<file path="src/design/icp_pkg.sv">
// Constants and types shared by the isolated CAN transceiver control logic.
// Function
// (RL1) Low transmit input drives bus dominant.
// (RL2) Idle driver leaves bus biased recessive.
// (RL3) Host transmits on input, reads receive output.
// (RL4) Transmit falling edge starts dominant timer.
// (RL5) Timer expiry disables driver, flags timeout.
// (RL6) Recessive transmit input clears timeout fault.
// (RL7) During timeout: bus recessive, receive follows.
// (RL8) Controller sends at most eleven dominant bits.
// (RL9) Over-temperature blocks transmit, receive keeps working.
// (RL10) Thermal fault leaves only on release indication.
// (RL11) Undriven transmit input reads as recessive.
// (RL12) Bus supply loss: high impedance, receive high.
// (RL13) Supplies valid: resume after re-enable delay.
// (RL14) Timeout is cycle count, cleared on reset.
// (RL15) Synchronise transmit input; report faults on outputs.
package icp_pkg;

    localparam int CLK_MHZ = 200;
    localparam int DTO_MIN_US = 1200;
    localparam int DTO_MAX_US = 3800;
    localparam int DTO_NOM_US = 2500;
    localparam int UV_REENABLE_US = 300;
    localparam int CNT_W = 20;
    localparam int EVT_DEPTH = 2;

    // Nominal timeout sits inside the min/max window; the re-enable delay is a longest time.
    localparam logic [CNT_W-1:0] DTO_CYCLES = CNT_W'(DTO_NOM_US * CLK_MHZ);
    localparam logic [CNT_W-1:0] DTO_MIN_CYCLES = CNT_W'(DTO_MIN_US * CLK_MHZ);
    localparam logic [CNT_W-1:0] DTO_MAX_CYCLES = CNT_W'(DTO_MAX_US * CLK_MHZ);
    localparam logic [CNT_W-1:0] UV_CYCLES = CNT_W'(UV_REENABLE_US * CLK_MHZ);

    localparam logic TXD_RESET = 1'h1;
    localparam logic RXD_RECESSIVE = 1'h1;

    typedef enum logic [1:0] {
        ICP_NORMAL = 2'h2,
        ICP_LOCKED = 2'h1,
        ICP_WAKE = 2'h3
    } icp_mode_type;

    typedef struct packed {
        logic uv;
        logic thermal_shutdown;
        logic dominant_timeout;
    } icp_fault_type;

    typedef struct packed {
        logic txd;
        logic bus_rx;
        logic overtemp;
        logic temp_release;
        logic bus_ok;
        logic logic_ok;
    } icp_pin_type;

    localparam icp_fault_type FAULT_NONE = 3'h0;
    localparam icp_pin_type PIN_RESET = 6'h30;

endpackage : icp_pkg

</file>
<file path="src/design/icp_sync.sv">
// Two-flop synchroniser for a group of asynchronous pin levels.
`timescale 1ns/10ps
`default_nettype none
module icp_sync #(
    parameter int WIDTH = 1,
    parameter logic [WIDTH-1:0] RESET_VALUE = '0
) (
    input wire logic clk_i,
    input wire logic rst_i,
    input wire logic [WIDTH-1:0] d_i,
    output logic [WIDTH-1:0] q_o
);
    logic [WIDTH-1:0] meta_q;
    logic [WIDTH-1:0] meta_d;
    logic [WIDTH-1:0] sync_q;
    logic [WIDTH-1:0] sync_d;

    // The first stage feeds only the second stage.
    always_comb begin
        meta_d = d_i;
        sync_d = meta_q;
    end

    always_ff @(posedge clk_i) begin
        if (rst_i) begin
            meta_q <= RESET_VALUE;
            sync_q <= RESET_VALUE;
        end else begin
            meta_q <= meta_d;
            sync_q <= sync_d;
        end
    end

    assign q_o = sync_q;
endmodule : icp_sync
`default_nettype wire

</file>
<file path="src/design/icp_buf.sv">
// Small valid/ready buffer that holds fault event words.
`timescale 1ns/10ps
`default_nettype none
module icp_buf #(
    parameter int WIDTH = 3,
    parameter int DEPTH = 2
) (
    input wire logic clk_i,
    input wire logic rst_i,
    input wire logic in_valid_i,
    output logic in_ready_o,
    input wire logic [WIDTH-1:0] in_data_i,
    output logic out_valid_o,
    input wire logic out_ready_i,
    output logic [WIDTH-1:0] out_data_o
);
    localparam int PW = (DEPTH > 1) ? $clog2(DEPTH) : 1;
    localparam int CW = $clog2(DEPTH + 1);

    logic [WIDTH-1:0] mem_q [DEPTH];
    logic [WIDTH-1:0] mem_d [DEPTH];
    logic [PW-1:0] wr_q;
    logic [PW-1:0] wr_d;
    logic [PW-1:0] rd_q;
    logic [PW-1:0] rd_d;
    logic [CW-1:0] cnt_q;
    logic [CW-1:0] cnt_d;
    logic push;
    logic pop;

    assign in_ready_o = (cnt_q != CW'(DEPTH));
    assign out_valid_o = (cnt_q != '0);
    assign out_data_o = mem_q[rd_q];
    assign push = in_valid_i & in_ready_o;
    assign pop = out_valid_o & out_ready_i;

    always_comb begin
        mem_d = mem_q;
        wr_d = wr_q;
        rd_d = rd_q;
        if (push) begin
            mem_d[wr_q] = in_data_i;
            wr_d = (wr_q == PW'(DEPTH - 1)) ? '0 : PW'(wr_q + 1'b1);
        end
        if (pop) begin
            rd_d = (rd_q == PW'(DEPTH - 1)) ? '0 : PW'(rd_q + 1'b1);
        end
        cnt_d = CW'(cnt_q + CW'(push) - CW'(pop));
    end

    always_ff @(posedge clk_i) begin
        if (rst_i) begin
            for (int i = 0; i < DEPTH; i++) begin
                mem_q[i] <= '0;
            end
            wr_q <= '0;
            rd_q <= '0;
            cnt_q <= '0;
        end else begin
            mem_q <= mem_d;
            wr_q <= wr_d;
            rd_q <= rd_d;
            cnt_q <= cnt_d;
        end
    end
endmodule : icp_buf
`default_nettype wire

</file>
<file path="src/design/icp_ctrl.sv">
// Fault and driver control of the isolated CAN transceiver.
`timescale 1ns/10ps
`default_nettype none
module icp_ctrl
    import icp_pkg::*;
#(
    parameter logic [CNT_W-1:0] DTO_LIMIT = DTO_CYCLES,
    parameter logic [CNT_W-1:0] UV_LIMIT = UV_CYCLES
) (
    input wire logic CLK_SYS_I,
    input wire logic RST_I,
    input wire logic TXD_I,
    input wire logic TXD_DRIVEN_I,
    input wire logic BUS_RX_I,
    input wire logic OVERTEMP_I,
    input wire logic TEMP_RELEASE_I,
    input wire logic BUS_SUPPLY_OK_I,
    input wire logic LOGIC_SUPPLY_OK_I,
    output logic RXD_O,
    output logic BUS_DOM_O,
    output logic BUS_BIAS_O,
    output logic DTO_FAULT_O,
    output logic TSD_FAULT_O,
    output logic UV_FAULT_O,
    output logic EVT_VALID_O,
    output icp_fault_type EVT_DATA_O,
    input wire logic EVT_READY_I
);
    icp_pin_type pin_raw;
    icp_pin_type pin_s;
    logic supply_ok;
    logic fall;

    logic txd_prev_q;
    logic txd_prev_d;
    logic [CNT_W-1:0] cnt_q;
    logic [CNT_W-1:0] cnt_d;
    logic dto_q;
    logic dto_d;
    logic tsd_q;
    logic tsd_d;
    icp_mode_type mode_q;
    icp_mode_type mode_d;
    logic [CNT_W-1:0] wait_q;
    logic [CNT_W-1:0] wait_d;
    logic rxd_q;
    logic rxd_d;
    logic dom_q;
    logic dom_d;
    logic bias_q;
    logic bias_d;
    icp_fault_type pend_q;
    icp_fault_type pend_d;
    icp_fault_type new_evt;
    logic push;
    logic buf_ready;

    // (RL11) Undriven input is recessive.
    // Gating two pins before the synchroniser can glitch, but only for one sample.
    always_comb begin
        pin_raw.txd = TXD_I | ~TXD_DRIVEN_I;
        pin_raw.bus_rx = BUS_RX_I;
        pin_raw.overtemp = OVERTEMP_I;
        pin_raw.temp_release = TEMP_RELEASE_I;
        pin_raw.bus_ok = BUS_SUPPLY_OK_I;
        pin_raw.logic_ok = LOGIC_SUPPLY_OK_I;
    end

    // (RL15) Pins synchronised first.
    icp_sync #(
        .WIDTH($bits(icp_pin_type)),
        .RESET_VALUE(PIN_RESET)
    ) u_icp_sync (
        .clk_i(CLK_SYS_I),
        .rst_i(RST_I),
        .d_i(pin_raw),
        .q_o(pin_s)
    );

    assign supply_ok = pin_s.bus_ok & pin_s.logic_ok;
    assign fall = txd_prev_q & ~pin_s.txd;

    // Dominant timeout group.
    always_comb begin
        txd_prev_d = pin_s.txd;
        cnt_d = cnt_q;
        dto_d = dto_q;
        if (pin_s.txd) begin
            // (RL6) Recessive clears timeout.
            cnt_d = '0;
            dto_d = 1'b0;
        end else if (fall) begin
            // (RL4) Falling edge starts timer.
            cnt_d = CNT_W'(1);
        end else if (!dto_q && cnt_q != '0) begin
            // (RL5) Expiry sets timeout fault.
            if (cnt_q >= DTO_LIMIT) begin
                dto_d = 1'b1;
            end else begin
                cnt_d = CNT_W'(cnt_q + 1'b1);
            end
        end
    end

    // (RL14) Counter cleared on reset.
    always_ff @(posedge CLK_SYS_I) begin
        if (RST_I) begin
            txd_prev_q <= TXD_RESET;
            cnt_q <= '0;
            dto_q <= 1'b0;
        end else begin
            txd_prev_q <= txd_prev_d;
            cnt_q <= cnt_d;
            dto_q <= dto_d;
        end
    end

    // (RL10) Release ends thermal fault.
    // Over-temperature wins when both indications are high at once.
    always_comb begin
        tsd_d = tsd_q;
        if (pin_s.overtemp) begin
            tsd_d = 1'b1;
        end else if (pin_s.temp_release) begin
            tsd_d = 1'b0;
        end
    end

    always_ff @(posedge CLK_SYS_I) begin
        if (RST_I) begin
            tsd_q <= 1'b0;
        end else begin
            tsd_q <= tsd_d;
        end
    end

    // Supply state group; the device powers up locked until both supplies are valid.
    always_comb begin
        mode_d = mode_q;
        wait_d = wait_q;
        case (mode_q)
            ICP_NORMAL: begin
                if (!supply_ok) begin
                    mode_d = ICP_LOCKED;
                end
            end
            ICP_LOCKED: begin
                if (supply_ok) begin
                    mode_d = ICP_WAKE;
                    wait_d = '0;
                end
            end
            ICP_WAKE: begin
                // (RL13) Resume after re-enable delay.
                if (!supply_ok) begin
                    mode_d = ICP_LOCKED;
                end else if (wait_q >= CNT_W'(UV_LIMIT - 1'b1)) begin
                    mode_d = ICP_NORMAL;
                end else begin
                    wait_d = CNT_W'(wait_q + 1'b1);
                end
            end
            default: begin
                mode_d = ICP_LOCKED;
            end
        endcase
    end

    always_ff @(posedge CLK_SYS_I) begin
        if (RST_I) begin
            mode_q <= ICP_LOCKED;
            wait_q <= '0;
        end else begin
            mode_q <= mode_d;
            wait_q <= wait_d;
        end
    end

    // Bus and receive outputs group.
    always_comb begin
        // (RL1) Dominant only when enabled.
        // (RL9) Thermal fault blocks transmit.
        dom_d = (mode_q == ICP_NORMAL) & supply_ok & ~dto_q & ~tsd_q & ~pin_s.txd;
        // (RL12) Bus supply loss floats.
        bias_d = pin_s.bus_ok;
        // (RL3) Receive mirrors the bus.
        // (RL7) Receive follows during timeout.
        rxd_d = RXD_RECESSIVE;
        if (mode_q == ICP_NORMAL && supply_ok) begin
            rxd_d = pin_s.bus_rx;
        end
    end

    always_ff @(posedge CLK_SYS_I) begin
        if (RST_I) begin
            dom_q <= 1'b0;
            bias_q <= 1'b0;
            rxd_q <= RXD_RECESSIVE;
        end else begin
            dom_q <= dom_d;
            bias_q <= bias_d;
            rxd_q <= rxd_d;
        end
    end

    // (RL2) Idle driver stays recessive.
    assign BUS_DOM_O = dom_q;
    assign BUS_BIAS_O = bias_q;
    assign RXD_O = rxd_q;

    // (RL15) Faults on status outputs.
    assign DTO_FAULT_O = dto_q;
    assign TSD_FAULT_O = tsd_q;
    assign UV_FAULT_O = (mode_q != ICP_NORMAL);

    // Event group: a stalled buffer holds events here, merged, so none is lost.
    always_comb begin
        new_evt.dominant_timeout = dto_d & ~dto_q;
        new_evt.thermal_shutdown = tsd_d & ~tsd_q;
        new_evt.uv = (mode_d != ICP_NORMAL) & (mode_q == ICP_NORMAL);
        push = (pend_q != FAULT_NONE) & buf_ready;
        pend_d = icp_fault_type'((push ? FAULT_NONE : pend_q) | new_evt);
    end

    always_ff @(posedge CLK_SYS_I) begin
        if (RST_I) begin
            pend_q <= FAULT_NONE;
        end else begin
            pend_q <= pend_d;
        end
    end

    icp_buf #(
        .WIDTH($bits(icp_fault_type)),
        .DEPTH(EVT_DEPTH)
    ) u_icp_buf (
        .clk_i(CLK_SYS_I),
        .rst_i(RST_I),
        .in_valid_i(pend_q != FAULT_NONE),
        .in_ready_o(buf_ready),
        .in_data_i(pend_q),
        .out_valid_o(EVT_VALID_O),
        .out_ready_i(EVT_READY_I),
        .out_data_o(EVT_DATA_O)
    );
endmodule : icp_ctrl
`default_nettype wire

</file>
<file path="config.mk">
export PLATFORM = sky130hd
export DESIGN_NAME = icp_ctrl
export DESIGN_NICKNAME = d
export VERILOG_FILES = /design/src/design/icp_pkg.sv /design/src/design/icp_sync.sv /design/src/design/icp_buf.sv /design/src/design/icp_ctrl.sv
export SDC_FILE = /design/constraint.sdc
export NUM_CORES = 1
export LEC_CHECK = 0
export ABC_AREA = 1
export BUFFER_PORTS_ARGS = -buffer_cell sky130_fd_sc_hd__buf_2
export CORE_MARGIN = 5
export CORE_UTILIZATION = 60
export DETAILED_ROUTE_END_ITERATION = 12
export GPL_TIMING_DRIVEN = 1
export PLACE_DENSITY = 0.79
export SLEW_MARGIN = 10
export SYNTH_ARGS = -nofsm -noshare
export SYNTH_HDL_FRONTEND = slang
export SYNTH_SLANG_ARGS = --single-unit
</file>
<file path="constraint.sdc">
create_clock -name CLK_SYS_I -period 4.64 [get_ports CLK_SYS_I]
set_clock_uncertainty 0.2 [all_clocks]
set_input_delay 0.464 -clock CLK_SYS_I [delete_from_list [all_inputs] [get_ports CLK_SYS_I]]
set_output_delay 0.464 -clock CLK_SYS_I [all_outputs]
set_load 0.005 [all_outputs]
</file>
==> results.json <==
{
  "path_class": "register to register",
  "rsz0062_at_grt": "no",
  "htreeDepth": 3,
  "worstPathArrival_ns": 2.30,
  "required_ns": 4.71,
  "grt_max_degree": 43,
  "initial_utilization_pct": 62.0,
  "final_area_um2": 3960,
  "wirelength_um": 7760,
  "cts_resized": 0,
  "firstDrtPassIters": 5,
  "numPortBuffers": 19,
  "finalSetupTns_ns": 0,
  "wl_met3_um": 550,
  "fin_cells": 644,
  "antenna_found_initial": 0,
  "cts_buffers": 9,
  "coreArea_um2": 5920,
  "power_density_nw_per_um2": 306,
  "grt_overflow": 0,
  "max_clock_freq_mhz": 448,
  "clk_pin_slew_ns": 0.07,
  "synthesis.nets": 566,
  "drcViolationCount": 0,
  "ys_seq_elements": 73,
  "met1_length_um": 3730,
  "initialDrtViolationCount": 289,
  "wl_per_cell_um": 12.0,
  "die_area_um2": 7780,
  "ys_warn_count": 0,
  "cts_tree": "yes",
  "critPathLaunchType": "register",
  "cts_root_buf": "clkbuf_8",
  "grt_usage_pct": 21.6,
  "die_w_um": 88.2,
  "finalMaxSlewViolations": 0,
  "place_area_um2": 3770,
  "nFillCells": 537,
  "wl_met2_um": 3410,
  "status": "finished, final reports clean",
  "final_util_pct": 66.9,
  "min_period_over_period_pct": 48.1,
  "crit_fanout": 20,
  "clock_sinks": 73,
  "setup_viol": 0,
  "min_path_type": "primary input to register",
  "post-cts-setup-buffers": 0,
  "syn_area_per_cell_um2": 6.66,
  "finalCriticalPeriod_ns": 2.23,
  "drive_gt1_share_pct": 8.44,
  "die_h_um": 88.2,
  "boundaryPins": 20,
  "antenna_cells": 0,
  "clk_latency_ns": 0.34,
  "synth-seq-area-share_pct": 39.8,
  "syn_inst": 551,
  "vias_per_cell": 5.34,
  "drv_cap": 0,
  "dr.max_layer_used": "met4",
  "area_growth_pct": 7.91,
  "grt_pass1_vias": 3012,
  "dr_total_vias": 3440,
  "endpoint_kind": "register",
  "relSlewSlack_pct": 52.6,
  "whs_ns": 0.0775,
  "cts_max_path_buffers": 2,
  "ir_drop_v": 0.000258,
  "leakage_uw": 0.00146,
  "post-dp-hpwl_um": 5540,
  "syn-cell-area_um2": 3670,
  "hold_buffers": 0,
  "gp_congestion": 0.889,
  "grt_pass1_wl_um": 13300,
  "ant_nets": 0,
  "ys_types": 34,
  "final_hold_viol_count": 0,
  "fp-row-count": 28,
  "worstMarginPinSlew_ns": 0.712,
  "final_nets": 581,
  "dp.cells": 630
}
flip-flops by register name, indices dropped and copies added (netlist names):
name               cells
txd_prev_q             1
TSD_FAULT_O            1
cnt_q                 20
DTO_FAULT_O            1
u_icp_buf.wr_q         1
u_icp_buf.cnt_q        2
u_icp_buf.rd_q         1
u_icp_buf.mem_q        6
BUS_DOM_O              1
wait_q                20
pend_q                 3
BUS_BIAS_O             1
mode_q                 2
RXD_O                  1
u_icp_sync.meta_q      6
u_icp_sync.q_o         6
layout make-up:
type / instances / area, um^2 / share of cell area, %
clock inverter: 3 / 42.5 / 1.07
timing repair buffer: 19 / 95.1 / 2.40
sequential: 73 / 1460 / 36.9
tap: 75 / 93.8 / 2.37
inverter: 63 / 236 / 5.97
multi-input combinational: 400 / 1890 / 47.7
clock buffer: 11 / 141 / 3.57
Yosys cell counts:
| cell | number | area (um^2) |
|---|---|---|
| a21oi_1 | 46 | 230 |
| a21oi_2 | 1 | 8.76 |
| and2_1 | 1 | 6.26 |
| buf_1 | 1 | 3.75 |
| buf_2 | 3 | 15.0 |
| buf_4 | 2 | 15.0 |
| buf_6 | 2 | 22.5 |
| clkbuf_1 | 7 | 26.3 |
| clkinv_1 | 1 | 3.75 |
| dfxtp_1 | 73 | 1460 |
| ha_1 | 5 | 62.6 |
| inv_1 | 60 | 225 |
| inv_2 | 2 | 7.51 |
| nand2_1 | 139 | 522 |
| nand2_2 | 2 | 12.5 |
| nand2_4 | 1 | 11.3 |
| nand3_1 | 47 | 235 |
| nand3_2 | 1 | 10.0 |
| nand3b_1 | 1 | 7.51 |
| nand4_1 | 13 | 81.3 |
| nor2_1 | 89 | 334 |
| nor2_2 | 2 | 12.5 |
| nor2_4 | 1 | 11.3 |
| nor2b_1 | 1 | 6.26 |
| nor3_1 | 9 | 45.0 |
| nor3b_1 | 1 | 7.51 |
| nor4_1 | 1 | 6.26 |
| nor4_2 | 1 | 12.5 |
| o21ai_0 | 13 | 65.1 |
| o21ai_1 | 1 | 5.00 |
| o31ai_1 | 2 | 15.0 |
| or2_2 | 5 | 31.3 |
| xnor2_1 | 4 | 35.0 |
| xor2_1 | 13 | 114 |
where the power goes:
group | leakage (uW) | switching [uW] | internal [uW]
clock network | 0.0000913 | 220 | 256
registers | 0.000591 | 12.8 | 645
logic | 0.000780 | 48.1 | 30.9
cell families after synthesis:
kind of cell	after synthesis	synth area share (%)
flip-flops	73	39.8
AND/OR/NAND/NOR	315	36.9
AO/OA/AOI/OAI	63	8.83
buffers and inverters	78	8.70
XOR/XNOR	17	4.06
adder cells (fa/ha/maj)	5	1.71
path summary, 6_finish.rpt:
check | from | endpoint | slack (ns) | cells past startpoint
setup reg to reg | wait_q[0] | wait_q[9] | 2.41 | 9
hold / removal | TXD_DRIVEN_I | u_icp_sync.meta_q[5] | 0.08 | 2
setup / recovery | wait_q[0] | wait_q[9] | 2.41 | 9
hold reg to reg | u_icp_sync.meta_q[0] | u_icp_sync.q_o[0] | 0.21 | 2
per-layer routing:
layer / GRT usage [%] / vias to the layer above
li1: - / 1777
met1: 29.0 / 1564
met3: 6.21 / 6
met2: 34.1 / 93
met4: 5.77 / 0
met5: 0 / -
through the flow:
step                      power [uW]  setup WS (ns)
after floorplan                  726           2.87
after global placement           748           2.53
after detailed placement         754           2.45
after CTS                       1220           2.43
after global routing            1270           2.18
final                           1210           2.41
placed cells by master (no fill, tap or decap), types with 2 or more instances in the layout:
cell type,n
a21oi_1,46
buf_2,19
clkbuf_8,10
dfxtp_1,73
ha_1,5
inv_1,60
inv_2,2
nand2_1,139
nand2_2,2
nand3_1,47
nand4_1,13
nor2_1,89
nor2_2,2
nor3_1,9
o21ai_0,13
o31ai_1,2
or2_2,5
xnor2_1,4
xor2_1,13
critical path: stages, from the launching register on:
cell     delay, ns
dfxtp_1       0.43
ha_1          0.27
nand3_1       0.18
nor2_1        0.14
nand3_1       0.10
nand3_2       0.11
nand2_4       0.14
nand2_2       0.33
nand2_1       0.09
a21oi_1       0.16
Power figures use the tool's default switching activity.
